File: src/rtl/backlight_regs_defs.svh
`ifndef BACKLIGHT_REGS_DEFS_SVH
`define BACKLIGHT_REGS_DEFS_SVH

// Register offsets
`define ADDR_BOOST      8'h05
`define ADDR_CTRL       8'h06
`define ADDR_RES_HI     8'h08
`define ADDR_RES_LO     8'h09
`define ADDR_MULT_R     8'h0a
`define ADDR_MULT_G     8'h0b
`define ADDR_MULT_B     8'h0c
`define ADDR_MEMCTL     8'h0d
`define ADDR_WC_FIRST   8'h40
`define ADDR_WC_LAST    8'h5f

// Reset values
`define BOOST_RESET     5'h00
`define CTRL_RESET      6'h04
`define MULT_RESET      8'h80
`define RES_RESET       12'h000
`define PAGE_RESET      2'h0
`define ERASED_BYTE     8'hff

// Field positions of the memory control register
`define MEMCTL_IDLE_BIT  7
`define MEMCTL_ERASE_BIT 6
`define MEMCTL_PROG_BIT  5
`define MEMCTL_LOAD_BIT  4

// Valid boost code range, 5 V to 20 V
`define BOOST_CODE_MIN  5'h05
`define BOOST_CODE_MAX  5'h14

// Settle cycles after the last byte of a memory operation
`define MEM_OP_WAIT     16'h0010

`endif

File: src/rtl/backlight_regs_pkg.sv
package backlight_regs_pkg;

    typedef struct packed {
        logic       wr;
        logic       rd;
        logic [7:0] addr;
        logic [7:0] wdata;
    } reg_req_t;

    typedef struct packed {
        logic sensor_source_select;
        logic comp_input_select;
        logic loader_en;
        logic adaptive_boost;
        logic boost_en;
        logic active;
    } ctrl_fields_t;

    typedef enum logic [1:0] {
        OP_NONE,
        OP_ERASE,
        OP_PROG,
        OP_LOAD
    } mem_op_t;

    typedef enum logic [1:0] {
        ST_IDLE,
        ST_XFER,
        ST_SETTLE
    } eng_state_t;

endpackage : backlight_regs_pkg

File: src/rtl/backlight_control_regs.sv
`timescale 1ns/100ps
`include "backlight_regs_defs.svh"

module backlight_control_regs #(
    parameter logic [15:0] MEM_WAIT = `MEM_OP_WAIT
) (
    // Clock, reset, enable
    input  wire logic                         clk_in,
    input  wire logic                         resetn_in,
    input  wire logic                         ce_in,
    // Register access from the serial control port
    input  wire backlight_regs_pkg::reg_req_t reg_req_in,
    output logic [7:0]                        rd_data_out,
    output logic                              rd_valid_out,
    // Converter result
    input  wire logic [11:0]                  adc_result_in,
    input  wire logic                         adc_valid_in,
    // Boost and operating controls
    output logic [4:0]                        boost_code_out,
    output logic                              boost_code_valid_out,
    output backlight_regs_pkg::ctrl_fields_t  ctrl_out,
    // Brightness multipliers
    output logic [7:0]                        mult_red_out,
    output logic [7:0]                        mult_green_out,
    output logic [7:0]                        mult_blue_out,
    // Calibration memory status
    output logic                              memory_idle_flag_out
);

    logic [4:0]  boost_r;
    logic [11:0] result_r;
    logic [1:0]  memory_page_select_r;
    logic [7:0]  wc_r [0:31];
    logic [7:0]  rd_nxt;
    logic [7:0]  rd_addr_r;
    logic        wr_ok;
    logic        start_req;
    logic        mem_busy;
    logic        eng_wc_wr;
    logic [4:0]  eng_wc_rd_idx;
    logic [4:0]  eng_wc_wr_idx;
    logic [7:0]  eng_wc_wr_data;
    backlight_regs_pkg::mem_op_t start_op;
    backlight_regs_pkg::mem_op_t run_op;

    function automatic logic hit(input logic [7:0] a, input logic [7:0] target);
        hit = reg_req_in.wr && a == target;
    endfunction : hit

    function automatic logic in_wc(input logic [7:0] a);
        in_wc = a >= `ADDR_WC_FIRST && a <= `ADDR_WC_LAST;
    endfunction : in_wc

    assign wr_ok = ce_in && reg_req_in.wr;

    // Boost code register
    always_ff @(posedge clk_in or negedge resetn_in) begin
        if (!resetn_in) begin
            boost_r <= `BOOST_RESET;
        end else if (ce_in && hit(reg_req_in.addr, `ADDR_BOOST)) begin
            boost_r <= reg_req_in.wdata[4:0];
        end
    end

    always_ff @(posedge clk_in or negedge resetn_in) begin
        if (!resetn_in) begin
            boost_code_out       <= `BOOST_RESET;
            boost_code_valid_out <= 1'b0;
        end else if (ce_in) begin
            boost_code_out       <= boost_r;
            boost_code_valid_out <= boost_r >= `BOOST_CODE_MIN
                                    && boost_r <= `BOOST_CODE_MAX;
        end
    end

    // Operating control register; the fields drive the boost, loader and mode pins directly
    always_ff @(posedge clk_in or negedge resetn_in) begin
        if (!resetn_in) begin
            ctrl_out <= `CTRL_RESET;
        end else if (ce_in && hit(reg_req_in.addr, `ADDR_CTRL)) begin
            ctrl_out <= reg_req_in.wdata[5:0];
        end
    end

    // Converter result, captured on each valid strobe
    always_ff @(posedge clk_in or negedge resetn_in) begin
        if (!resetn_in) begin
            result_r <= `RES_RESET;
        end else if (ce_in && adc_valid_in) begin
            result_r <= adc_result_in;
        end
    end

    // Brightness multipliers, code over 128
    always_ff @(posedge clk_in or negedge resetn_in) begin
        if (!resetn_in) begin
            mult_red_out   <= `MULT_RESET;
            mult_green_out <= `MULT_RESET;
            mult_blue_out  <= `MULT_RESET;
        end else if (ce_in) begin
            if (hit(reg_req_in.addr, `ADDR_MULT_R)) begin
                mult_red_out <= reg_req_in.wdata;
            end
            if (hit(reg_req_in.addr, `ADDR_MULT_G)) begin
                mult_green_out <= reg_req_in.wdata;
            end
            if (hit(reg_req_in.addr, `ADDR_MULT_B)) begin
                mult_blue_out <= reg_req_in.wdata;
            end
        end
    end

    // Memory control: erase wins over program, program over load
    always_comb begin
        start_op = backlight_regs_pkg::OP_NONE;
        if (reg_req_in.wdata[`MEMCTL_ERASE_BIT]) begin
            start_op = backlight_regs_pkg::OP_ERASE;
        end else if (reg_req_in.wdata[`MEMCTL_PROG_BIT]) begin
            start_op = backlight_regs_pkg::OP_PROG;
        end else if (reg_req_in.wdata[`MEMCTL_LOAD_BIT]) begin
            start_op = backlight_regs_pkg::OP_LOAD;
        end
    end

    // Control writes during an operation are dropped so the page cannot move under it
    assign start_req = wr_ok && !mem_busy && reg_req_in.addr == `ADDR_MEMCTL;

    always_ff @(posedge clk_in or negedge resetn_in) begin
        if (!resetn_in) begin
            memory_page_select_r <= `PAGE_RESET;
        end else if (start_req) begin
            memory_page_select_r <= reg_req_in.wdata[1:0];
        end
    end

    always_ff @(posedge clk_in or negedge resetn_in) begin
        if (!resetn_in) begin
            memory_idle_flag_out <= 1'b1;
        end else if (ce_in) begin
            memory_idle_flag_out <= !mem_busy && !(start_req && start_op != backlight_regs_pkg::OP_NONE);
        end
    end

    cal_memory_engine #(
        .OP_WAIT (MEM_WAIT)
    ) u_engine (
        .clk_in         (clk_in),
        .resetn_in      (resetn_in),
        .ce_in          (ce_in),
        .start_in       (start_req),
        .op_in          (start_op),
        .page_in        (reg_req_in.wdata[1:0]),
        .wc_rd_data_in  (wc_r[eng_wc_rd_idx]),
        .wc_idx_out     (eng_wc_rd_idx),
        .wc_wr_out      (eng_wc_wr),
        .wc_wr_idx_out  (eng_wc_wr_idx),
        .wc_wr_data_out (eng_wc_wr_data),
        .busy_out       (mem_busy),
        .op_out         (run_op)
    );

    // Working copy; host writes are ignored while an operation runs
    always_ff @(posedge clk_in or negedge resetn_in) begin
        if (!resetn_in) begin
            for (int i = 0; i < 32; i++) begin
                wc_r[i] <= `ERASED_BYTE;
            end
        end else if (ce_in) begin
            if (eng_wc_wr) begin
                wc_r[eng_wc_wr_idx] <= eng_wc_wr_data;
            end else if (reg_req_in.wr && !mem_busy && in_wc(reg_req_in.addr)) begin
                wc_r[reg_req_in.addr[4:0]] <= reg_req_in.wdata;
            end
        end
    end

    // Read mux; unmapped addresses read zero
    always_comb begin
        rd_nxt = 8'h00;
        unique case (reg_req_in.addr)
            `ADDR_BOOST:  rd_nxt = {3'h0, boost_r};
            `ADDR_CTRL:   rd_nxt = {2'h0, ctrl_out};
            `ADDR_RES_HI: rd_nxt = {4'h0, result_r[11:8]};
            `ADDR_RES_LO: rd_nxt = result_r[7:0];
            `ADDR_MULT_R: rd_nxt = mult_red_out;
            `ADDR_MULT_G: rd_nxt = mult_green_out;
            `ADDR_MULT_B: rd_nxt = mult_blue_out;
            `ADDR_MEMCTL: begin
                rd_nxt[`MEMCTL_IDLE_BIT]  = !mem_busy;
                rd_nxt[`MEMCTL_ERASE_BIT] = run_op == backlight_regs_pkg::OP_ERASE;
                rd_nxt[`MEMCTL_PROG_BIT]  = run_op == backlight_regs_pkg::OP_PROG;
                rd_nxt[`MEMCTL_LOAD_BIT]  = run_op == backlight_regs_pkg::OP_LOAD;
                rd_nxt[1:0]               = memory_page_select_r;
            end
            default: begin
                if (in_wc(reg_req_in.addr)) begin
                    rd_nxt = wc_r[reg_req_in.addr[4:0]];
                end
            end
        endcase
    end

    always_ff @(posedge clk_in or negedge resetn_in) begin
        if (!resetn_in) begin
            rd_data_out  <= 8'h00;
            rd_valid_out <= 1'b0;
            rd_addr_r    <= 8'h00;
        end else if (ce_in) begin
            rd_valid_out <= reg_req_in.rd;
            if (reg_req_in.rd) begin
                rd_data_out <= rd_nxt;
                rd_addr_r   <= reg_req_in.addr;
            end
        end
    end
endmodule : backlight_control_regs

File: src/rtl/cal_memory_engine.sv
`timescale 1ns/100ps
`include "backlight_regs_defs.svh"

module cal_memory_engine #(
    parameter logic [15:0] OP_WAIT = `MEM_OP_WAIT
) (
    // Clock, reset and enable
    input  wire logic                        clk_in,
    input  wire logic                        resetn_in,
    input  wire logic                        ce_in,
    // Operation request
    input  wire logic                        start_in,
    input  wire backlight_regs_pkg::mem_op_t op_in,
    input  wire logic [1:0]                  page_in,
    // Working copy access
    input  wire logic [7:0]                  wc_rd_data_in,
    output logic [4:0]                       wc_idx_out,
    output logic                             wc_wr_out,
    output logic [4:0]                       wc_wr_idx_out,
    output logic [7:0]                       wc_wr_data_out,
    // Status
    output logic                             busy_out,
    output backlight_regs_pkg::mem_op_t      op_out
);

    backlight_regs_pkg::eng_state_t state_r;
    logic [7:0]  nvm_r [0:127];
    logic [1:0]  page_r;
    logic [15:0] wait_r;
    logic [6:0]  addr;

    assign addr = {page_r, wc_idx_out};

    always_ff @(posedge clk_in or negedge resetn_in) begin
        if (!resetn_in) begin
            state_r    <= backlight_regs_pkg::ST_IDLE;
            op_out     <= backlight_regs_pkg::OP_NONE;
            page_r     <= `PAGE_RESET;
            wc_idx_out <= 5'h00;
            wait_r     <= 16'h0000;
        end else if (ce_in) begin
            unique case (state_r)
                backlight_regs_pkg::ST_IDLE: begin
                    if (start_in && op_in != backlight_regs_pkg::OP_NONE) begin
                        state_r    <= backlight_regs_pkg::ST_XFER;
                        op_out     <= op_in;
                        page_r     <= page_in;
                        wc_idx_out <= 5'h00;
                    end
                end
                backlight_regs_pkg::ST_XFER: begin
                    wc_idx_out <= wc_idx_out + 5'h01;
                    if (wc_idx_out == 5'h1f) begin
                        state_r <= backlight_regs_pkg::ST_SETTLE;
                        wait_r  <= OP_WAIT;
                    end
                end
                backlight_regs_pkg::ST_SETTLE: begin
                    wait_r <= wait_r - 16'h0001;
                    if (wait_r <= 16'h0001) begin
                        state_r <= backlight_regs_pkg::ST_IDLE;
                        op_out  <= backlight_regs_pkg::OP_NONE;
                    end
                end
            endcase
        end
    end

    // One byte per cycle over the selected page
    always_ff @(posedge clk_in or negedge resetn_in) begin
        if (!resetn_in) begin
            for (int i = 0; i < 128; i++) begin
                nvm_r[i] <= `ERASED_BYTE;
            end
        end else if (ce_in && state_r == backlight_regs_pkg::ST_XFER) begin
            if (op_out == backlight_regs_pkg::OP_ERASE) begin
                nvm_r[addr] <= `ERASED_BYTE;
            end else if (op_out == backlight_regs_pkg::OP_PROG) begin
                nvm_r[addr] <= wc_rd_data_in;
            end
        end
    end

    always_ff @(posedge clk_in or negedge resetn_in) begin
        if (!resetn_in) begin
            wc_wr_out      <= 1'b0;
            wc_wr_idx_out  <= 5'h00;
            wc_wr_data_out <= 8'h00;
        end else if (ce_in) begin
            wc_wr_out      <= state_r == backlight_regs_pkg::ST_XFER
                              && op_out == backlight_regs_pkg::OP_LOAD;
            wc_wr_idx_out  <= wc_idx_out;
            wc_wr_data_out <= nvm_r[addr];
        end
    end

    // A zero settle count still spends one cycle settling
    localparam int DONE_AT = 33 + ((OP_WAIT == 16'h0000) ? 1 : int'(OP_WAIT));

    assign busy_out = state_r != backlight_regs_pkg::ST_IDLE;
endmodule : cal_memory_engine

File: config.mk
export PLATFORM = sky130hd
export DESIGN_NAME = backlight_control_regs
export DESIGN_NICKNAME = d
export VERILOG_FILES = /design/src/rtl/backlight_regs_pkg.sv /design/src/rtl/backlight_control_regs.sv /design/src/rtl/cal_memory_engine.sv
export VERILOG_INCLUDE_DIRS = /design/src /design/src/rtl
export SDC_FILE = /design/constraint.sdc
export NUM_CORES = 2
export LEC_CHECK = 0
export ABC_AREA = 1
export CAP_MARGIN = 5
export CELL_PAD_IN_SITES_DETAIL_PLACEMENT = 1
export CELL_PAD_IN_SITES_GLOBAL_PLACEMENT = 1
export CORE_MARGIN = 10
export CORE_UTILIZATION = 49
export DETAILED_ROUTE_END_ITERATION = 12
export DONT_BUFFER_PORTS = 1
export PLACE_DENSITY_LB_ADDON = 0.1
export SETUP_SLACK_MARGIN = 0.4
export SLEW_MARGIN = 5
export SYNTH_ARGS = -nofsm -noshare
export SYNTH_HDL_FRONTEND = slang
export SYNTH_SLANG_ARGS = --single-unit
File: constraint.sdc
create_clock -name clk_in -period 3.82 [get_ports clk_in]
set_input_delay 0.382 -clock clk_in [delete_from_list [all_inputs] [get_ports clk_in]]
set_output_delay 0.382 -clock clk_in [all_outputs]
set_load 0.02 [all_outputs]
==> key figures <==
Route
  • Routed wire per std cell: 26.0 um
  • Number of DRC markers in iteration 0: 6134
  • Via count of the routed design: 69100
  • Routed wire length: 295000 um
  • Via density: 6.08
  • DRT Pass-1 Iters: 5
  • DRT antenna net count: 0
  • Drc violations: 0

Global route
  • Vias in the first global route: 71600
  • Initial antenna violation count: 7
  • Total gr overflow: 0
  • GRT Resource Usage Total: 0.351
  • Global-route wire length before repair: 447000 um
  • Largest net degree at the start of global routing: 257

STA
  • Post-route minimum period: 3.49 ns
  • RSZ-0062 raised after global routing: yes
  • Tcrit/Tclk final: 0.913
  • Final hold vios: 0
  • Finish-stage setup viols: 0
  • Fmax: 287 MHz
  • Slew Limit Fails: 0
  • Setup Skew: 0.0434 ns
  • Final worst slack: 0.331 ns
  • Measured slew at the worst slew-check pin: 1.35 ns
  • Post-route setup TNS: 0 ns
  • Slew Limit Headroom: 0.0945

Clock tree
  • CTS buffer count: 162
  • H-tree Lvls: 4
  • Clock Sink Count: 1386
  • CTS max path bufs: 3
  • Worst skew pair latency: 0.81 ns
  • Clock-pin slew on the worst setup and hold paths: 0.06 ns
  • Clock Tree Root: clkbuf_16
  • CTS tree: done

Yosys
  • Cell count after synthesis: 9391
  • Post-synthesis cell type count: 49
  • Adder-cell share of the synthesized area: 0.00173
  • Post-synth top cells: nand2_1 (3227), nor2_1 (1287), dfstp_2 (1285), a21oi_1 (1183), inv_1 (425)
  • Synth top area cells: dfstp_2 (47%), nand2_1 (17%), a21oi_1 (8.2%), nor2_1 (6.7%), o22ai_1 (3.5%)
  • Seq/Total Area, Yosys: 0.500
  • Synth Area in Simple Gates: 0.276
  • Post-Syn Area: 72500 um2
  • Post-synth EDFFs: 0
  • Post-synthesis compound-gate area fraction: 0.155
  • Syn Nets: 9435
  • Largest family of logic cells by synthesized area: simple AND/OR/NAND/NOR gates
  • Seq cells post-synth: 1386
  • Yosys top cell area share: 0.466
  • Most numerous cell in the Yosys netlist: nand2_1
  • Area leader, netlist: dfstp_2
  • Mux contribution to synthesized area: 0.00466
  • Ys async rst share: 1.00
  • Synth warnings: 0
  • Post-synthesis xor/xnor area fraction: 0.000121
  • Synthesized area per cell: 7.72 um2
  • Primary FF master, synth: dfstp_2

Run status
  • Status: finished clean

Setup path
  • Startpoint Class: flop
  • Crit path kind: reg2reg
  • Worst Path Arrival: 4.16 ns
  • Critical Path Sink Type: flop
  • R2R cell count: 12
  • Launching point of the worst reg2reg path: u_engine.wc_idx_out[0]
  • End of the worst register-to-register path: u_engine.wc_wr_data_out[3]
  • Req. time, crit path: 4.49 ns
  • CP Max Fanout: 134
  • R2R setup slack: 0.33 ns

Placed design
  • Placed cells: 11000
  • Place WS: 0.342 ns
  • Dpl hpwl: 187000 um
  • Count of buffers from port buffering: 0
  • Routability cong.: 1.01

Die
  • Core box area: 147000 um2
  • Initial Util: 0.492
  • Site Rows: 141
  • I/O Pins: 80
  • Die Height: 405 um
  • Die area: 164000 um2
  • Die width: 405 um

Worst hold path
  • Hold path depth: 5
  • Worst hold start: reg_req_in[12]
  • Min-Delay Endpoint: wc_r[62]
  • Hold Path Class: in2reg

Layout
  • Share of layout cells above drive strength 1: 0.221
  • Area Overhead vs Synth: 11.4%
  • Layout Cells excl Fill: 11400
  • Nets: 9329

Flow run
  • Max-cap violations: 0

Power
  • Leak Pwr: 36.0 nW
  • Peak supply drop: 1320 uV
  • Power per Cell Area: 748 nW/um2
[metrics by stage]
stage / utilization / total power, mW / hold slack (ns) / instance area, um2
final: 0.548 / 60.5 / 0.0892 / 80800
after global routing: 0.548 / 62.2 / 0.119 / 80800
after CTS: 0.547 / 59.7 / 0.0576 / 80600
after detailed placement: 0.508 / 43.7 / 0.260 / 74900
after global placement: 0.507 / 43.2 / 0.264 / 74800
after floorplan: - / 33.3 / 0.0864 / 72500
[worst max-delay path, cell delays in order (launching register included)]
cell,delay [ns]
dfrtp_4,0.58
buf_12,0.41
o21ai_0,0.20
nand2_1,0.10
nand2_1,0.09
nand2_1,0.06
nand2_1,0.19
nand2_1,0.13
nand2_1,0.05
o21ai_0,0.44
nand3_1,0.41
nor2_2,0.39
nor2_1,0.07
[cell type report]
class / count / area [um2]
Antenna cell: 3 / 7.51
Clock buffer: 257 / 4910
Clock inverter: 42 / 507
Fill cell: 18100 / 66700
Inverter: 473 / 1810
Multi-Input combinational cell: 6981 / 31800
Sequential cell: 1386 / 36300
Tap cell: 1930 / 2410
Timing Repair Buffer: 281 / 3030
[layout by cell type (no fill, tap or decap), drive strengths merged, types with 48 or more instances in the layout]
cell type and instances:
a21boi 48, a21oi 1186, a22oi 54, buf 254, clkbuf 258, dfrtp 101
dfstp 1285, inv 471, nand2 3228, nand3 83, nand4 51, nor2 1311
nor3 102, nor4 93, o21ai 336, o22ai 407
[per-layer routing]
layer	up-vias	global-route usage	part of all wire
met3	864	0.0663	0.073
li1	30400	-	-
met5	-	0	0.00011
met1	35100	0.448	0.40
met2	2666	0.558	0.46
met4	4	0.201	0.065
[worst max path at each step]
stage,start,end,slack (ns),depth (start not counted)
after floorplan,u_engine.wc_idx_out[2],u_engine.wait_r[14],1.18,17
after global placement,u_engine.wc_idx_out[0],u_engine.wc_wr_data_out[3],0.39,12
after detailed placement,resetn_in,u_engine.nvm_r[16],0.34,6
after CTS,resetn_in,u_engine.nvm_r[524],0.40,8
after global routing,u_engine.wc_idx_out[0],u_engine.wait_r[14],0.38,15
final,u_engine.wc_idx_out[0],u_engine.wc_wr_data_out[3],0.33,12
[cell families (layout without fill, tap and decap cells)]
logic type,after synthesis,in the layout
fa+ha+maj,10,10
other cells,0,3
xor+xnor,1,1
buf+inv,1024,1053
compound gates,2063,2063
flops,1386,1386
mux,30,30
simple gates,4877,4877
[where the power goes]
part / switching (mW) / internal (mW) / total, mW
logic: 20.1 / 5.46 / 25.6
registers: 1.27 / 17.7 / 18.9
clock network: 6.60 / 9.35 / 16.0
[repair_timing]
action | in CTS | in global routing
gates resized for setup | 1 | 1
setup buffers | 0 | 6
setup endpoints to repair | 1 | 287
cloned | 0 | 1
pin swaps | 0 | 1
hold endpoints to repair | 300 | 0
hold buffers | 29 | 0
[flip-flops by register name, summed over array words and instances (netlist names), 6 cells and up]
register and flops:
ctrl_out 6, mult_blue_out 8, mult_green_out 8, mult_red_out 8
rd_data_out 8, result_r 12, u_engine.nvm_r 1024, u_engine.wait_r 16
u_engine.wc_wr_data_out 8, wc_r 256
Power figures use the tool's default switching activity.
